`config.mk`:
```
export PLATFORM = sky130hd
export DESIGN_NAME = aamo_core
export DESIGN_NICKNAME = d
export VERILOG_FILES = /design/src/aamo_alu.v /design/src/aamo_core.v
export VERILOG_INCLUDE_DIRS = /design/src /design/src/src
export SDC_FILE = /design/constraint.sdc
export NUM_CORES = 1
export LEC_CHECK = 0
export BUFFER_PORTS_ARGS = -buffer_cell sky130_fd_sc_hd__buf_4
export CAP_MARGIN = 20
export CORE_MARGIN = 2
export CORE_UTILIZATION = 45
export CTS_BUF_LIST = sky130_fd_sc_hd__clkbuf_8 sky130_fd_sc_hd__clkbuf_16
export CTS_CLUSTER_SIZE = 12
export DETAILED_ROUTE_END_ITERATION = 7
export PLACE_DENSITY = 0.75
export SYNTH_ARGS = -nofsm -noshare
export SYNTH_HDL_FRONTEND = slang
export SYNTH_SLANG_ARGS = --single-unit
export TNS_END_PERCENT = 1
```
`constraint.sdc`:
```
create_clock -name clk -period 4.1 [get_ports clk]
set_input_delay 0.615 -clock clk [delete_from_list [all_inputs] [get_ports clk]]
set_output_delay 0.615 -clock clk [all_outputs]
set_load 0.01 [all_outputs]
```
`src/aamo_regs.vh`:
```
// Purpose: constants for the accumulator add/and/move decode slice
// Assumes: 14-bit instruction word, 8-bit data, 7-bit file address
// Notes:   status flag positions follow the usual C/DC/Z layout
`ifndef AAMO_REGS_VH
`define AAMO_REGS_VH

// instruction word layout
`define AAMO_IW_W        14
`define AAMO_DW          8
`define AAMO_AW          7
`define AAMO_DEST_BIT    7

// opcode patterns on iw[13:8]
`define AAMO_OP_ADDL_MSK 6'h3e
`define AAMO_OP_ADDL     6'h3e
`define AAMO_OP_ANDL     6'h39
`define AAMO_OP_ADDF     6'h07
`define AAMO_OP_ANDF     6'h05
`define AAMO_OP_MOVE_REGISTER_TO_DESTINATION     6'h08
`define AAMO_OP_ZERO     6'h00

// status register bit positions and reset values
`define AAMO_ST_C        0
`define AAMO_ST_DC       1
`define AAMO_ST_Z        2
`define AAMO_ST_RST      8'h00
`define AAMO_ACC_RST     8'h00

// op codes passed to the alu
`define AAMO_ALU_ADD     2'h0
`define AAMO_ALU_AND     2'h1
`define AAMO_ALU_PASS    2'h2

`endif

```
`src/aamo_alu.v`:
```
// Purpose: 8-bit alu for add, and, pass
// Assumes: purely combinational, used by aamo_core
// Notes:   carry/half-carry only meaningful for add
`timescale 1ns/1ps
`include "aamo_regs.vh"

module aamo_alu
(
  // operands
  input  wire [7:0] acc_in,
  input  wire [7:0] opnd_in,
  input  wire [1:0] op_sel,
  // results
  output reg  [7:0] result,
  output reg        carry_out,
  output reg        half_carry_out
);

  reg [8:0] sum;
  reg [4:0] low_sum;

  // one adder serves both add forms
  always @*
  begin
    sum            = {1'b0, acc_in} + {1'b0, opnd_in};
    low_sum        = {1'b0, acc_in[3:0]} + {1'b0, opnd_in[3:0]};
    result         = opnd_in;
    carry_out      = sum[8];
    half_carry_out = low_sum[4];
    case (op_sel)
      `AAMO_ALU_ADD:  result = sum[7:0];
      `AAMO_ALU_AND:  result = acc_in & opnd_in;
      `AAMO_ALU_PASS: result = opnd_in;
      default:        result = opnd_in;
    endcase
  end

endmodule // aamo_alu

```
`src/aamo_core.v`:
```
// Purpose: decode and execute add/and/move/store/idle opcodes
// Assumes: file register read data is combinational on file_addr
// Notes:   fetch of next word overlaps execute of current one
`timescale 1ns/1ps
`include "aamo_regs.vh"

module aamo_core
#(
  parameter PC_W = 13
)
(
  // clock and reset
  input  wire                     clk,
  input  wire                     reset_n,
  input  wire                     clk_en,
  // program memory
  output reg  [PC_W-1:0]          prog_addr,
  input  wire [`AAMO_IW_W-1:0]    prog_data,
  // data register file
  output reg  [`AAMO_AW-1:0]      file_addr,
  input  wire [`AAMO_DW-1:0]      file_rdata,
  output reg  [`AAMO_DW-1:0]      file_wdata,
  output reg                      file_we,
  // architectural state
  output reg  [`AAMO_DW-1:0]      acc_out,
  output reg  [`AAMO_DW-1:0]      status_out,
  output reg                      illegal_op
);

  // opcode classes
  localparam [2:0] K_IDLE  = 3'h0;
  localparam [2:0] K_ADDL  = 3'h1;
  localparam [2:0] K_ANDL  = 3'h2;
  localparam [2:0] K_ADDF  = 3'h3;
  localparam [2:0] K_ANDF  = 3'h4;
  localparam [2:0] K_MOVE_REGISTER_TO_DESTINATION  = 3'h5;
  localparam [2:0] K_STOW  = 3'h6;
  localparam [2:0] K_OTHER = 3'h7;

  // decode used for execute only; the file address is taken straight from prog_data
  function [2:0] classify;
    input [`AAMO_IW_W-1:0] iw;
    begin
      if ((iw[13:8] & `AAMO_OP_ADDL_MSK) == `AAMO_OP_ADDL)
        classify = K_ADDL;
      else if (iw[13:8] == `AAMO_OP_ANDL)
        classify = K_ANDL;
      else if (iw[13:8] == `AAMO_OP_ADDF)
        classify = K_ADDF;
      else if (iw[13:8] == `AAMO_OP_ANDF)
        classify = K_ANDF;
      else if (iw[13:8] == `AAMO_OP_MOVE_REGISTER_TO_DESTINATION)
        classify = K_MOVE_REGISTER_TO_DESTINATION;
      else if (iw[13:8] == `AAMO_OP_ZERO && iw[7])
        classify = K_STOW;
      else if (iw[13:8] == `AAMO_OP_ZERO && iw[4:0] == 5'h00 && !iw[7])
        classify = K_IDLE;
      else
        classify = K_OTHER;
    end
  endfunction

  //////////////////////////////////////////////////////////////////////
  // pipeline: instruction register and fetch address
  reg  [`AAMO_IW_W-1:0] ir_q;
  reg  [PC_W-1:0]       pc_q;
  wire [2:0]            kind;
  wire                  dest_file;

  assign kind      = classify(ir_q);
  assign dest_file = ir_q[`AAMO_DEST_BIT];

  // fetch of next word runs alongside execute of ir_q
  always @(posedge clk or negedge reset_n)
  begin
    if (!reset_n)
    begin
      pc_q <= {PC_W{1'b0}};
      ir_q <= {`AAMO_IW_W{1'b0}};   // idle word until first fetch lands
    end
    else if (clk_en)
    begin
      pc_q <= pc_q + {{(PC_W-1){1'b0}}, 1'b1};
      ir_q <= prog_data;
    end
  end

  //////////////////////////////////////////////////////////////////////
  // execute: operand select and alu
  reg  [1:0] alu_sel;
  reg  [7:0] opnd;
  reg  [7:0] acc_q;
  wire [7:0] alu_res;
  wire       alu_c;
  wire       alu_dc;

  // literal forms take the low byte, file forms the read data
  always @*
  begin
    alu_sel = `AAMO_ALU_PASS;
    opnd    = file_rdata;
    case (kind)
      K_ADDL:
      begin
        alu_sel = `AAMO_ALU_ADD;
        opnd    = ir_q[7:0];
      end
      K_ANDL:
      begin
        alu_sel = `AAMO_ALU_AND;
        opnd    = ir_q[7:0];
      end
      K_ADDF:  alu_sel = `AAMO_ALU_ADD;
      K_ANDF:  alu_sel = `AAMO_ALU_AND;
      K_MOVE_REGISTER_TO_DESTINATION:  alu_sel = `AAMO_ALU_PASS;
      default: alu_sel = `AAMO_ALU_PASS;
    endcase
  end

  aamo_alu u_alu
  (
    .acc_in         (acc_q),
    .opnd_in        (opnd),
    .op_sel         (alu_sel),
    .result         (alu_res),
    .carry_out      (alu_c),
    .half_carry_out (alu_dc)
  );

  //////////////////////////////////////////////////////////////////////
  // architectural state: accumulator and status flags
  reg [7:0] acc_d;
  reg [7:0] status_q;
  reg [7:0] status_d;
  reg       wr_file;
  wire      zero;

  assign zero = (alu_res == 8'h00);

  // accumulator has no file address; only opcodes reach it
  always @*
  begin
    acc_d    = acc_q;
    status_d = status_q;
    wr_file  = 1'b0;
    case (kind)
      K_ADDL:
      begin
        acc_d                 = alu_res;
        status_d[`AAMO_ST_C]  = alu_c;
        status_d[`AAMO_ST_DC] = alu_dc;
        status_d[`AAMO_ST_Z]  = zero;
      end
      K_ADDF:
      begin
        if (dest_file)
          wr_file = 1'b1;
        else
          acc_d = alu_res;
        status_d[`AAMO_ST_C]  = alu_c;
        status_d[`AAMO_ST_DC] = alu_dc;
        status_d[`AAMO_ST_Z]  = zero;
      end
      K_ANDL:
      begin
        acc_d                = alu_res;
        status_d[`AAMO_ST_Z] = zero;
      end
      K_ANDF:
      begin
        if (dest_file)
          wr_file = 1'b1;
        else
          acc_d = alu_res;
        status_d[`AAMO_ST_Z] = zero;
      end
      K_MOVE_REGISTER_TO_DESTINATION:
      begin
        if (dest_file)
          wr_file = 1'b1;
        else
          acc_d = alu_res;
        status_d[`AAMO_ST_Z] = zero;
      end
      K_STOW:  wr_file = 1'b1;
      K_IDLE:  wr_file = 1'b0;
      default: wr_file = 1'b0;
    endcase
  end

  // state commits once per instruction cycle
  always @(posedge clk or negedge reset_n)
  begin
    if (!reset_n)
    begin
      acc_q    <= `AAMO_ACC_RST;
      status_q <= `AAMO_ST_RST;
    end
    else if (clk_en)
    begin
      acc_q    <= acc_d;
      status_q <= status_d;
    end
  end

  //////////////////////////////////////////////////////////////////////
  // outputs, all registered
  // file strobe is registered, so write lands one cycle after execute;
  // file_rdata is read combinationally on the current ir_q address
  always @(posedge clk or negedge reset_n)
  begin
    if (!reset_n)
    begin
      prog_addr  <= {PC_W{1'b0}};
      file_addr  <= {`AAMO_AW{1'b0}};
      file_wdata <= 8'h00;
      file_we    <= 1'b0;
      acc_out    <= `AAMO_ACC_RST;
      status_out <= `AAMO_ST_RST;
      illegal_op <= 1'b0;
    end
    else if (clk_en)
    begin
      prog_addr  <= pc_q + {{(PC_W-1){1'b0}}, 1'b1};
      file_addr  <= prog_data[6:0];        // address of next word's operand
      file_wdata <= (kind == K_STOW) ? acc_q : alu_res;
      file_we    <= wr_file;
      acc_out    <= acc_d;
      status_out <= status_d;
      illegal_op <= (kind == K_OTHER);     // unsupported opcodes act as idle
    end
  end

endmodule // aamo_core

```
### Word level (Yosys, flattened, before mapping)

Index checks and enable logic that the tools add are counted.

* output and inout bits: 46
* bits in latches: 0
* bits in read-only memories: 0
* memories kept: 0
* memory bits (writable): 0
* bits in registers: 55

* $add $sub $neg: 3
* reductions and logical operators: 17
* multipliers: 0
* mux-type cells: 17
* bitwise gates (word level): 1
* order comparisons: 0
* shift-type cells: 0
* equal/unequal tests: 14
* divide/modulo/power cells: 0

Operator list (count)
* case mux 8 bit (2 select lines): 2
* two-way mux 8 bit: 3
* two-way mux 3 bit: 7
* adder 13 x 1 -> 13 bit (second input constant): 1
* equality test 3 bit (second input constant): 4
* equality test 6 x 3 -> 1 bit (second input constant): 2
* adder 8 x 8 -> 9 bit: 1
* AND 8 bit: 1
* logical NOT 8 bit: 1
* equality test 3 x 2 -> 1 bit (second input constant): 2
* equality test 6 x 4 -> 1 bit (second input constant): 1
* equality test 6 bit (second input constant): 1
* logical NOT 6 bit: 1
* OR reduction 2 bit: 3
* adder 4 x 4 -> 5 bit: 1
* equality test 5 bit (second input constant): 1
* logical NOT 5 bit: 1
* OR reduction 5 bit: 1
* case mux 2 bit (2 select lines): 1
* AND reduction 2 bit: 2
* equality test 3 x 1 -> 1 bit (second input constant): 1
* logical AND 1 bit: 3
* AND reduction 3 bit: 1
* OR reduction 3 bit: 1
* other kinds (8): 9

### Longest topological paths before layout

Gate-level depths: netlist (run 1).

* word-level depth: 17
* mapped depth: 11
* mapped depth without buffers: 10

### Modules after synthesis

From an unflattened synthesis (run 1), not the netlist that was laid out.

* cell total of the unflattened synthesis: 287
* area, all modules: 2872.8 um2

Modules (own cells, without submodules)
* aamo_core: area an instance 2329.7 um2, sequential area each 1201.2 um2, times used 1, cells each 215
* aamo_alu: area an instance 543.0 um2, sequential area each 0.0 um2, times used 1, cells each 72

### Worst setup path before layout (run 1)

No wires, ideal clock.

* path kind: register -> register
* from: register ir_q[9]
* to: register file_wdata[4]
* setup time: 125 ps
* required time: 3975 ps
* clock period less this slack: 3186 ps
* stages on the path, launching flop included: 11
* path buffers: 0
* arrival: 3061 ps
* path slack: 914 ps
* cell sequence: dfrtp_1 > and2_1 > o21ai_2 > mux2_2 > ha_1 > fa_1 > a31o_2 > xor2_1 > a222oi_1 > a21oi_1 > mux2_2

* longest elaborated chain between the ends: 16

RTL lines
* start: declaration: RTL line aamo_core.v:65 `` reg [`AAMO_IW_W-1:0] ir_q; ``
* start signal: assignment: RTL line aamo_core.v:79 `` ir_q <= {`AAMO_IW_W{1'b0}}; ``
* start signal: assignment: RTL line aamo_core.v:84 `ir_q <= prog_data;`
* logical NOT 6 bit (no line)
* logical AND 1 bit (2 in a row): RTL line aamo_core.v:56 `` else if (iw[13:8] == `AAMO_OP_ZERO && iw[4:0] == 5'h00 && !iw[7]) ``
* two-way mux 3 bit: RTL line aamo_core.v:56
* two-way mux 3 bit: RTL line aamo_core.v:54 `` else if (iw[13:8] == `AAMO_OP_ZERO && iw[7]) ``
* two-way mux 3 bit: RTL line aamo_core.v:52 `` else if (iw[13:8] == `AAMO_OP_MOVE_REGISTER_TO_DESTINATION) ``
* two-way mux 3 bit: RTL line aamo_core.v:50 `` else if (iw[13:8] == `AAMO_OP_ANDF) ``
* two-way mux 3 bit: RTL line aamo_core.v:48 `` else if (iw[13:8] == `AAMO_OP_ADDF) ``
* two-way mux 3 bit: RTL line aamo_core.v:46 `` else if (iw[13:8] == `AAMO_OP_ANDL) ``
* two-way mux 3 bit *: RTL line aamo_core.v:44 `` if ((iw[13:8] & `AAMO_OP_ADDL_MSK) == `AAMO_OP_ADDL) ``
* equality test 3 x 2 -> 1 bit, or another cell as far along: RTL line aamo_core.v:102 `case (kind)`
* OR reduction 2 bit (no line)
* two-way mux 8 bit or case mux 2 bit (2 select lines) (tied branches): RTL line aamo_core.v:102
* adder 8 x 8 -> 9 bit, or another cell as far along: RTL line aamo_alu.v:25 `sum = {1'b0, acc_in} + {1'b0, opnd_in};`
* case mux 8 bit (2 select lines): RTL line aamo_alu.v:30 `case (op_sel)`
* two-way mux 8 bit *: RTL line aamo_core.v:226 `file_wdata <= (kind == K_STOW) ? acc_q : alu_res;`
* end signal: assignment: RTL line aamo_core.v:226
* end: declaration: RTL line aamo_core.v:22 `` output reg [`AAMO_DW-1:0] file_wdata, ``

Every way passes the cells marked *; elsewhere a longest branch is shown, timed or not.
A chain may end at the register's enable or synchronous reset.

### Final worst setup path (run 1)

* from: register ir_q[10]
* to: register status_out[2]

* longest elaborated chain between the ends: 17

RTL lines
* logical NOT 6 bit (no line)
* logical AND 1 bit (2 in a row): RTL line aamo_core.v:56
* two-way mux 3 bit: RTL line aamo_core.v:56
* two-way mux 3 bit: RTL line aamo_core.v:54
* two-way mux 3 bit: RTL line aamo_core.v:52
* two-way mux 3 bit: RTL line aamo_core.v:50
* two-way mux 3 bit: RTL line aamo_core.v:48
* two-way mux 3 bit: RTL line aamo_core.v:46
* two-way mux 3 bit *: RTL line aamo_core.v:44
* equality test 3 x 2 -> 1 bit, or another cell as far along: RTL line aamo_core.v:102, aamo_core.v:146
* OR reduction 2 bit (no line)
* two-way mux 8 bit or case mux 2 bit (2 select lines) (tied branches): RTL line aamo_core.v:102
* adder 8 x 8 -> 9 bit, or another cell as far along: RTL line aamo_alu.v:25
* case mux 8 bit (2 select lines): RTL line aamo_alu.v:30
* logical NOT 8 bit: RTL line aamo_core.v:138 `assign zero = (alu_res == 8'h00);`
* two-way mux 1 bit: RTL line aamo_core.v:146 `case (kind)`
* end signal: assignment: RTL line aamo_core.v:219 `` status_out <= `AAMO_ST_RST; ``
* end signal: assignment: RTL line aamo_core.v:229 `status_out <= status_d;`
* end: declaration: RTL line aamo_core.v:26 `` output reg [`AAMO_DW-1:0] status_out, ``

Every way passes the cells marked *; elsewhere a longest branch is shown, timed or not. The select of a mux whose other input is x is not followed.

==> results of run 1 <==
==> kinds of logic (layout without fill, tap and decap cells) <==
logic type,after synthesis,after routing,synth area share [%]
AOI/OAI and AO/OA,56,56,14.5
xor gates and xnor gates,16,16,5.00
adders and majority gates,10,10,4.74
buffers and inverters,26,78,6.03
DFF,48,48,42.9
muxes,35,35,14.1
other,1,5,0.134
and+or+nand+nor,65,65,12.6
==> final cells by class <==
| cell class | count | share of cell area (%) |
|---|---|---|
| clock buffer | 6 | 2.45 |
| tap | 75 | 2.78 |
| timing repair buffer | 67 | 14.9 |
| sequential | 48 | 35.6 |
| clock inverter | 2 | 1.15 |
| inverter | 3 | 0.334 |
| multi-input combinational | 187 | 42.8 |
==> cell usage after synthesis (3+ instances only) <==
| cell | n |
|---|---|
| dfrtp_1 | 48 |
| mux2_2 | 32 |
| nand2_1 | 19 |
| nor2_1 | 13 |
| a21oi_1 | 12 |
| buf_4 | 12 |
| xnor2_1 | 11 |
| ha_1 | 9 |
| o21ai_0 | 6 |
| a21o_1 | 5 |
| and3_1 | 5 |
| nand3_1 | 5 |
| nand4_1 | 5 |
| o21ai_1 | 5 |
| xor2_1 | 5 |
| a31oi_1 | 3 |
| buf_1 | 3 |
| buf_2 | 3 |
| buf_6 | 3 |
| inv_1 | 3 |
| mux2_1 | 3 |
==> worst min path at each step <==
stage / startpoint / to / slack, ns / cells past startpoint
final: reset_n / acc_out[5]$_DFFE_PN0P_ / 0.31 / 1
after global routing: reset_n / acc_out[5]$_DFFE_PN0P_ / 0.35 / 1
after CTS: reset_n / acc_out[5]$_DFFE_PN0P_ / 0.34 / 1
after detailed placement: prog_addr[12]$_DFFE_PN0P_ / prog_addr[12]$_DFFE_PN0P_ / 0.48 / 1
after global placement: prog_addr[12]$_DFFE_PN0P_ / prog_addr[12]$_DFFE_PN0P_ / 0.46 / 1
after floorplan: reset_n / acc_out[0]$_DFFE_PN0P_ / 0.32 / 0
==> metal layers <==
layer  GRT usage (%)  up-vias
met2            28.1       65
li1                -     1041
met1            26.9     1028
met5               0        -
met3            4.47        6
met4            4.47        0
==> worst max-delay path, stage by stage (launching register included) <==
cell	delay, ns
dfrtp_1	0.49
and2_1	0.22
o21ai_2	0.28
mux2_2	0.39
ha_1	0.22
fa_1	0.41
a31o_2	0.25
xor2_1	0.14
a222oi_1	0.48
nand3b_1	0.17
o41ai_2	0.24
==> metrics by stage <==
stage	power (mW)	util, %	instance area [µm²]	cells	setup slack, ns
floorplan	1.10	-	2820	261	0.914
detailed placement	1.37	54.6	3250	380	0.716
global placement	1.35	54.5	3250	379	0.802
global route	1.83	56.7	3380	388	0.498
CTS	1.73	56.7	3380	388	0.706
finish	1.72	56.7	3380	388	0.702
==> registers in the layout (all words and copies together) (netlist names) <==
| register | flops |
|---|---|
| ir_q | 14 |
| acc_out | 8 |
| prog_addr | 13 |
| file_wdata | 8 |
| file_we | 1 |
| illegal_op | 1 |
| status_out | 3 |
==> power by group through the flow <==
| stage | combinational, mW | sequential (mW) | clock, mW |
|---|---|---|---|
| 4_1_cts | 0.649 | 0.713 | 0.372 |
| 3_3_place_gp | 0.626 | 0.720 | 0 |
| 3_5_place_dp | 0.646 | 0.721 | 0 |
| 6_report | 0.642 | 0.712 | 0.363 |
| 2_1_floorplan | 0.368 | 0.730 | 0 |
| 5_1_grt | 0.710 | 0.730 | 0.393 |
==> metrics.csv, run 1 <==
stage;metric;value;unit
outcome;status;complete, no violations;
timing;hold_ws;0.314;ns
timing;finalCriticalPeriod;3.40;ns
route;final_antenna_net_count;0;
setup_path;critPathMaxFanout;11;
route;wl_met2;2890;µm
cts;clkLatencyLatePin;0.30;ns
yosys;syn_inst;257;
route;avgViaCountPerCell;5.52;
finish;num_antenna_cells;0;
timing;tns;0;ns
cts;cts_max_level;2;
placed_design;io_buffers;65;
setup_path;rr_worst_depth;10;
grt;grt_pass1_wl;10600;µm
grt;antenna_found_initial;0;
route;drtIter0Drc;103;
setup_path;rr_endpoint;status_out[2]$_DFFE_PN0P_;
route;top_layer;met4;
cts;postCtsHoldBufs;0;
yosys;avgSynthCellArea;10.9;µm²
finish;layout_commonest_cell;buf_4;
floorplanning;core.rowCount;28;
setup_path;worstSetupPathType;flop to flop;
cts;cts_buffers;5;
yosys;synth_edf_count;0;
finish;mostFrequentLayoutCells;67 x buf_4, 48 x dfrtp_1, 32 x mux2_2;
cts;cts_tree;built;
cts;clockBufferDepth;2;
route;vias;2140;
placed_design;hpwl;4680;µm
yosys;synth-async-reset-ratio;100;%
run;max_cap_violations;0;
power;switching_power;597;µW
finish;register_area;1200;µm²
yosys;synth_area_leaders;dfrtp_1 43%, mux2_2 13%, ha_1 4.0%;
floorplanning;ios;71;
floorplanning;die_h;82.9;µm
floorplanning;die_w;82.9;µm
timing;max_freq;294;MHz
power;p_sw_share;34.8;%
floorplanning;die-area;6870;µm²
power;power_leakage;1.58;nW
timing;rsz0062_at_grt;false;
power;comb_power_share;37.4;%
yosys;ys_types;59;
timing;setup_viol;0;
finish;multi_input_area;1450;µm²
yosys;netlist_area;2800;µm²
timing;final_max_slew_viol_count;0;
route;drc;0;
yosys;synth_top_area_share;42.9;%
floorplanning;core_area;5960;µm²
yosys;seq_area_frac_synth;42.9;%
timing;clock_skew;0.0129;ns
floorplanning;initial_core_util;47.0;%
route;wl_per_cell;16.2;µm
timing;post-route-period-util;82.9;%
timing;tightest_slew;0.610;ns
cts;post_cts_buffers;0;
finish;num-fill-cells;533;
grt;overflow;0;
cts;post_cts_resized;0;
grt;grt_pass1_vias;2119;
setup_path;cp-start-kind;flop;
placed_design;gp_congestion;0.867;
cts;clk_pin_slew;0.10;ns
cts;cts_root_buf;clkbuf_8;
grt;grtUsageTotal;18.5;%
route;firstDrtPassIters;4;
finish;area_growth;20.6;%
setup_path;crit_end;status_out[2]$_DFFE_PN0P_;
finish;drive_above_1_share;37.7;%
cts;cts_sinks;48;
yosys;synth.ff_latch_count;48;
finish;final_net_count;347;
setup_path;crit_required;4.29;ns
power;seq_power_share;41.4;%
power;ir_worst_vdd;0.217;mV
hold_path;worst_hold_path_type;input pin to async pin;
power;clkPwrFrac;21.1;%
power;internal-power;1.12;mW
yosys;ys.flop_type;dfrtp_1;
power;cellPowerDensity;509;nW/µm²
setup_path;cp-end-kind;flop;
setup_path;crit_start;ir_q[10]$_DFFE_PN0P_;
timing;relSlewSlack;59.3;%
yosys;yosys_warnings;0;
grt;grt_max_degree;49;
setup_path;reg2reg_from;ir_q[10]$_DFFE_PN0P_;
route;wl_met1;2960;µm
route;wl;6280;µm
timing;hold_viol;0;
setup_path;reg2reg_slack;0.70;ns
yosys;yosys.area.top_type;dfrtp_1;
setup_path;cp.arrival;3.59;ns
route;dr_wl_met3;351;µm
No activity file was read; power rests on OpenSTA's default activity.
==> run 2, diff against run 1 <==
--- a/config.mk
+++ b/config.mk
@@ -13,7 +13,7 @@
 export CTS_BUF_LIST = sky130_fd_sc_hd__clkbuf_8 sky130_fd_sc_hd__clkbuf_16
 export CTS_CLUSTER_SIZE = 12
 export DETAILED_ROUTE_END_ITERATION = 7
-export PLACE_DENSITY = 0.75
+export PLACE_DENSITY = 0.78
 export SYNTH_ARGS = -nofsm -noshare
 export SYNTH_HDL_FRONTEND = slang
 export SYNTH_SLANG_ARGS = --single-unit
==> constraint.sdc (replaced) <==
create_clock -name clk -period 2.97 [get_ports clk]
set_input_delay 0.4455 -clock clk [delete_from_list [all_inputs] [get_ports clk]]
set_output_delay 0.4455 -clock clk [all_outputs]
set_load 0.01 [all_outputs]
==> metrics.csv, run 2 (synthesis results as in run 1) <==
stage;metric;value;unit;change
finish;layout_commonest_cell;buf_4;;unchanged
timing;setup_viol;1;;was 0
setup_path;cp.arrival;3.17;ns;was 3.59 ns
route;drtIter0Drc;119;;was 103
timing;hold_ws;0.152;ns;was 0.314 ns
setup_path;reg2reg_from;ir_q[10]$_DFFE_PN0P_;;unchanged
route;vias;2249;;was 2140
finish;num_antenna_cells;0;;unchanged
finish;stdcell_area;3530;µm²;was 3380 µm²
route;avgViaCountPerCell;5.55;;was 5.52
timing;final_max_slew_viol_count;0;;unchanged
timing;finalCriticalPeriod;2.98;ns;was 3.40 ns
finish;multi_input_area;1510;µm²;was 1450 µm²
floorplanning;ios;71;;unchanged
placed_design;gp_congestion;0.879;;was 0.867
timing;hold_viol;0;;unchanged
floorplanning;die_w;82.9;µm;unchanged
grt;antenna_found_initial;0;;unchanged
cts;clockBufferDepth;2;;unchanged
route;final_antenna_net_count;0;;unchanged
grt;overflow;0;;unchanged
power;clkPwrFrac;15.3;%;was 21.1%
finish;num-fill-cells;524;;was 533
finish;largest_reg_flops;14;;unchanged
power;switching_power;849;µW;was 597 µW
finish;mostFrequentLayoutCells;85 x buf_4, 48 x dfrtp_1, 31 x mux2_2;;was 67 x buf_4, 48 x dfrtp_1, 32 x mux2_2
power;p_total;2.34;mW;was 1.72 mW
finish;drive_above_1_share;42.7;%;was 37.7%
grt;grt_max_degree;49;;unchanged
power;p_sw_share;36.3;%;was 34.8%
floorplanning;die_h;82.9;µm;unchanged
timing;setup_slack;-0.0117;ns;was 0.702 ns
power;ir_worst_vdd;0.373;mV;was 0.217 mV
timing;clock_skew;0.00769;ns;was 0.0129 ns
finish;final_net_count;365;;was 347
floorplanning;core_area;5960;µm²;unchanged
grt;grtUsageTotal;19.4;%;was 18.5%
cts;cts_buffers;5;;unchanged
timing;max_freq;335;MHz;was 294 MHz
cts;clk_pin_slew;0.09;ns;was 0.10 ns
setup_path;rr_worst_depth;11;;was 10
setup_path;reg2reg_slack;-0.01;ns;was 0.70 ns
timing;rsz0062_at_grt;true;;was false
setup_path;cp-end-kind;flop;;unchanged
setup_path;critPathMaxFanout;5;;was 11
placed_design;io_buffers;65;;unchanged
route;wl;6650;µm;was 6280 µm
cts;cts_tree;built;;unchanged
setup_path;cp-start-kind;flop;;unchanged
cts;clkLatencyLatePin;0.30;ns;about the same
cts;cts_sinks;48;;unchanged
hold_path;worst_hold_path_type;input pin to async pin;;unchanged
power;power_leakage;1.66;nW;was 1.58 nW
outcome;violations;setup timing;;
timing;post-route-period-util;100;%;was 82.9%
setup_path;worstSetupPathType;flop to flop;;unchanged
run;max_cap_violations;0;;unchanged
placed_design;placed_cell_area;3350;µm²;was 3250 µm²
floorplanning;core.rowCount;28;;unchanged
floorplanning;die-area;6870;µm²;unchanged
timing;tightest_slew;0.610;ns;about the same
cts;cts_max_level;2;;unchanged
setup_path;rr_endpoint;file_wdata[2]$_DFFE_PN0P_;;was status_out[2]$_DFFE_PN0P_
route;firstDrtPassIters;4;;unchanged
placed_design;hpwl;4840;µm;was 4680 µm
route;wl_per_cell;16.4;µm;was 16.2 µm
power;seq_power_share;41.6;%;was 41.4%
floorplanning;initial_core_util;47.0;%;unchanged
finish;largest-register;ir_q;;unchanged
placed_design;place_inst;390;;was 380
timing;relSlewSlack;58.9;%;was 59.3%
power;cellPowerDensity;664;nW/µm²;was 509 nW/µm²
power;internal-power;1.49;mW;was 1.12 mW
power;comb_power_share;43.1;%;was 37.4%
setup_path;crit_required;3.15;ns;was 4.29 ns
finish;reg_top3;ir_q: 14 flops, prog_addr: 13 flops;;unchanged
outcome;status;finished, violations left;;was complete, no violations
grt;grt_pass1_vias;2239;;was 2119
grt;grt_pass1_wl;10900;µm;was 10600 µm
finish;final_cells;405;;was 388
finish;area_growth;26.0;%;was 20.6%
finish;register_area;1200;µm²;unchanged
route;drc;0;;unchanged
cts;cts_root_buf;clkbuf_8;;unchanged
==> run 2: per-layer routing <==
metal	routed length [µm]	part of all wire (%)	GRT usage, %
met4	195	2.9	9.54
met3	334	5.0	3.58
met2	3220	48	31.7
met5	0	0	0
met1	2900	44	24.7
==> run 2: critical path, cell delays in order, from the launching register on <==
cell	delay, ns
dfrtp_1	0.40
and2_4	0.18
o21ai_4	0.19
mux2_4	0.35
ha_4	0.17
fa_2	0.37
buf_4	0.15
xnor2_2	0.13
nor2_1	0.07
a221o_1	0.32
mux2_2	0.27
mux2_2	0.26
==> run 2: repair_timing <==
action	CTS	global route
endpoints found under the setup margin	3	9
gates resized for setup	2	5
setup buffers	6	1
pin swaps	2	5
hold buffers	0	0
==> run 2: per-stage QoR <==
stage                     util (%)  TNS, ns  worst slack [ns]
after floorplan                  -        0           0.00296
after detailed placement      56.2   -0.205           -0.0818
final                         59.2  -0.0117           -0.0117
after global placement        56.2        0            0.0179
after global routing          59.2   -0.698            -0.133
after CTS                     58.4        0           0.00736
==> run 2: final cells by class <==
| type | count | share of cell area [%] |
|---|---|---|
| Clock buffer | 5 | 1.95 |
| Clock inverter | 2 | 0.248 |
| Inverter | 3 | 0.319 |
| Multi-Input combinational cell | 187 | 42.7 |
| Sequential cell | 48 | 34.1 |
| Tap cell | 75 | 2.66 |
| Timing Repair Buffer | 85 | 18.1 |
==> run 2: how the worst max path moves through the flow <==
stage	slack (ns)	to	depth (start not counted)	start
2_1_floorplan	0.003	file_wdata[4]$_DFFE_PN0P_	10	ir_q[8]$_DFFE_PN0P_
3_3_place_gp	0.02	file_wdata[4]$_DFFE_PN0P_	10	ir_q[9]$_DFFE_PN0P_
3_5_place_dp	-0.08	status_out[2]$_DFFE_PN0P_	10	ir_q[9]$_DFFE_PN0P_
4_1_cts	0.007	file_wdata[4]$_DFFE_PN0P_	11	ir_q[9]$_DFFE_PN0P_
5_1_grt	-0.13	file_wdata[2]$_DFFE_PN0P_	11	ir_q[10]$_DFFE_PN0P_
6_report	-0.01	file_wdata[2]$_DFFE_PN0P_	11	ir_q[10]$_DFFE_PN0P_
==> run 2: power by group through the flow <==
stage | Sequential (mW) | Combinational (mW) | Clock (mW)
floorplan | 1.01 | 0.513 | 0
global placement | 0.978 | 0.910 | 0
detailed placement | 0.981 | 0.939 | 0
CTS | 0.968 | 0.962 | 0.369
global route | 1.00 | 1.10 | 0.394
finish | 0.974 | 1.01 | 0.359
==> run 3, diff against run 2 <==
--- a/config.mk
+++ b/config.mk
@@ -10,7 +10,6 @@
 export CAP_MARGIN = 20
 export CORE_MARGIN = 2
 export CORE_UTILIZATION = 45
-export CTS_BUF_LIST = sky130_fd_sc_hd__clkbuf_8 sky130_fd_sc_hd__clkbuf_16
 export CTS_CLUSTER_SIZE = 12
 export DETAILED_ROUTE_END_ITERATION = 7
 export PLACE_DENSITY = 0.78
==> metrics.csv, run 3 (synthesis results as in run 1) <==
stage;metric;value;unit;change
placed_design;hpwl;4840;µm;unchanged
outcome;violations;setup timing;;unchanged
timing;max_freq;335;MHz;about the same
setup_path;critical_path.cell_chain;and2_4, o21ai_4, mux2_4, ha_4, fa_2, buf_4, xnor2_2, nor2_1, a221o_1, mux2_2, mux2_2;;unchanged
grt;grt_pass1_vias;2239;;unchanged
cts;cts_root_buf;clkbuf_8;;unchanged
setup_path;crit_path_max_incr_delay;0.40;ns;about the same
run;max_cap_violations;0;;unchanged
placed_design;placed_cell_area;3350;µm²;unchanged
setup_path;cp-start-kind;flop;;unchanged
finish;largest_reg_flops;14;;unchanged
timing;tns;-0.0120;ns;was -0.0117 ns
placed_design;io_buffers;65;;unchanged
setup_path;cpMostUsedCell;mux2_2;;unchanged
finish;final_cells;405;;unchanged
floorplanning;core.rowCount;28;;unchanged
route;drc;0;;unchanged
setup_path;cp-end-kind;flop;;unchanged
setup_path;worstSetupPathType;flop to flop;;unchanged
floorplanning;ios;71;;unchanged
finish;drive_above_1_share;42.7;%;unchanged
timing;post-route-period-util;100;%;about the same
route;vias;2248;;was 2249
finish;layout_commonest_cell;buf_4;;unchanged
cts;clkLatencyLatePin;0.30;ns;about the same
route;wl_per_cell;16.4;µm;unchanged
route;wl;6650;µm;unchanged
placed_design;place_inst;390;;unchanged
power;ir_worst_vdd;0.379;mV;was 0.373 mV
grt;antenna_found_initial;0;;unchanged
finish;area_growth;26.0;%;unchanged
route;firstDrtPassIters;4;;unchanged
setup_path;critical-path-top-delay-family;multiplexers;;unchanged
cts;clk_pin_slew;0.09;ns;about the same
setup_path;critPathMaxFanout;5;;unchanged
setup_path;cp_slowest_cell;dfrtp_1;;unchanged
setup_path;crit_required;3.15;ns;about the same
timing;final_max_slew_viol_count;0;;unchanged
floorplanning;die_w;82.9;µm;unchanged
finish;largest-register;ir_q;;unchanged
grt;grt_pass1_wl;10900;µm;unchanged
placed_design;dp_slack;-0.0818;ns;unchanged
finish;mostFrequentLayoutCells;85 x buf_4, 48 x dfrtp_1, 31 x mux2_2;;unchanged
timing;setup_viol;1;;unchanged
grt;grtUsageTotal;19.4;%;unchanged
finish;reg_top3;ir_q: 14 flops, prog_addr: 13 flops;;unchanged
route;final_antenna_net_count;0;;unchanged
placed_design;gp_congestion;0.879;;unchanged
finish;stdcell_area;3530;µm²;unchanged
timing;setup_slack;-0.0120;ns;was -0.0117 ns
floorplanning;initial_core_util;47.0;%;unchanged
floorplanning;die-area;6870;µm²;unchanged
power;p_total;2.34;mW;about the same
timing;relSlewSlack;58.9;%;about the same
power;cellPowerDensity;665;nW/µm²;was 664 nW/µm²
hold_path;worst_hold_path_type;input pin to async pin;;unchanged
route;avgViaCountPerCell;5.55;;about the same
grt;grt_max_degree;49;;unchanged
cts;cts_max_level;2;;unchanged
cts;clockBufferDepth;2;;unchanged
cts;cts_sinks;48;;unchanged
timing;tightest_slew;0.610;ns;about the same
cts;cts_tree;built;;unchanged
timing;rsz0062_at_grt;true;;unchanged
finish;final_net_count;365;;unchanged
route;drtIter0Drc;119;;unchanged
grt;overflow;0;;unchanged
timing;clock_skew;0.00768;ns;was 0.00769 ns
timing;hold_ws;0.153;ns;was 0.152 ns
finish;finish.utilization;59.2;%;unchanged
timing;hold_viol;0;;unchanged
cts;postCtsHoldBufs;0;;unchanged
floorplanning;core_area;5960;µm²;unchanged
timing;finalCriticalPeriod;2.98;ns;about the same
setup_path;crit_buf_inv;1;;unchanged
finish;num_antenna_cells;0;;unchanged
power;power_leakage;1.66;nW;about the same
floorplanning;die_h;82.9;µm;unchanged
setup_path;cp.arrival;3.17;ns;about the same
cts;cts_buffers;5;;unchanged
outcome;status;finished, violations left;;unchanged
-- run 3: cell count changes in the layout (fill, tap and decap cells not counted) --
cell,change
inv_1,-1
clkbuf_1,+1
-- run 3: timing repair --
action / in CTS / in global routing
cloned: 0 / 0
resized for setup: 2 / 5
setup endpoints to repair: 3 / 9
pin swaps: 2 / 5
setup buffers: 6 / 1
-- run 3: worst paths after layout --
check	cells past startpoint	start	end	slack (ns)
worst min-delay path	1	reset_n	acc_out[5]$_DFFE_PN0P_	0.15
min in group clk	2	prog_data[5]	ir_q[5]$_DFFE_PN0P_	0.37
worst max-delay path	11	ir_q[10]$_DFFE_PN0P_	file_wdata[2]$_DFFE_PN0P_	-0.01
worst max register to register	11	ir_q[10]$_DFFE_PN0P_	file_wdata[2]$_DFFE_PN0P_	-0.01
worst min register to register	1	prog_addr[12]$_DFFE_PN0P_	prog_addr[12]$_DFFE_PN0P_	0.48
max in group asynchronous	1	reset_n	ir_q[7]$_DFFE_PN0P_	2.42
-- run 3: cell type report --
cell class / instances / area [µm²]
Multi-Input combinational cell: 187 / 1510
Tap cell: 75 / 93.8
Clock buffer: 6 / 72.6
Inverter: 3 / 11.3
Clock inverter: 1 / 5.00
Sequential cell: 48 / 1200
Fill cell: 524 / 2430
Timing Repair Buffer: 85 / 638
-- run 3: power breakdown --
group	leakage (nW)	switching, mW	internal [mW]	total (mW)
logic	1.03	0.478	0.531	1.01
clock network	0.0410	0.201	0.160	0.362
registers	0.592	0.169	0.804	0.973
total	1.66	0.848	1.50	2.34
-- run 3: layer usage --
metal	global-route usage (%)	share of wire [%]
met5	0	0
met1	24.7	44
met4	9.54	2.9
met3	3.58	5.0
met2	31.7	48
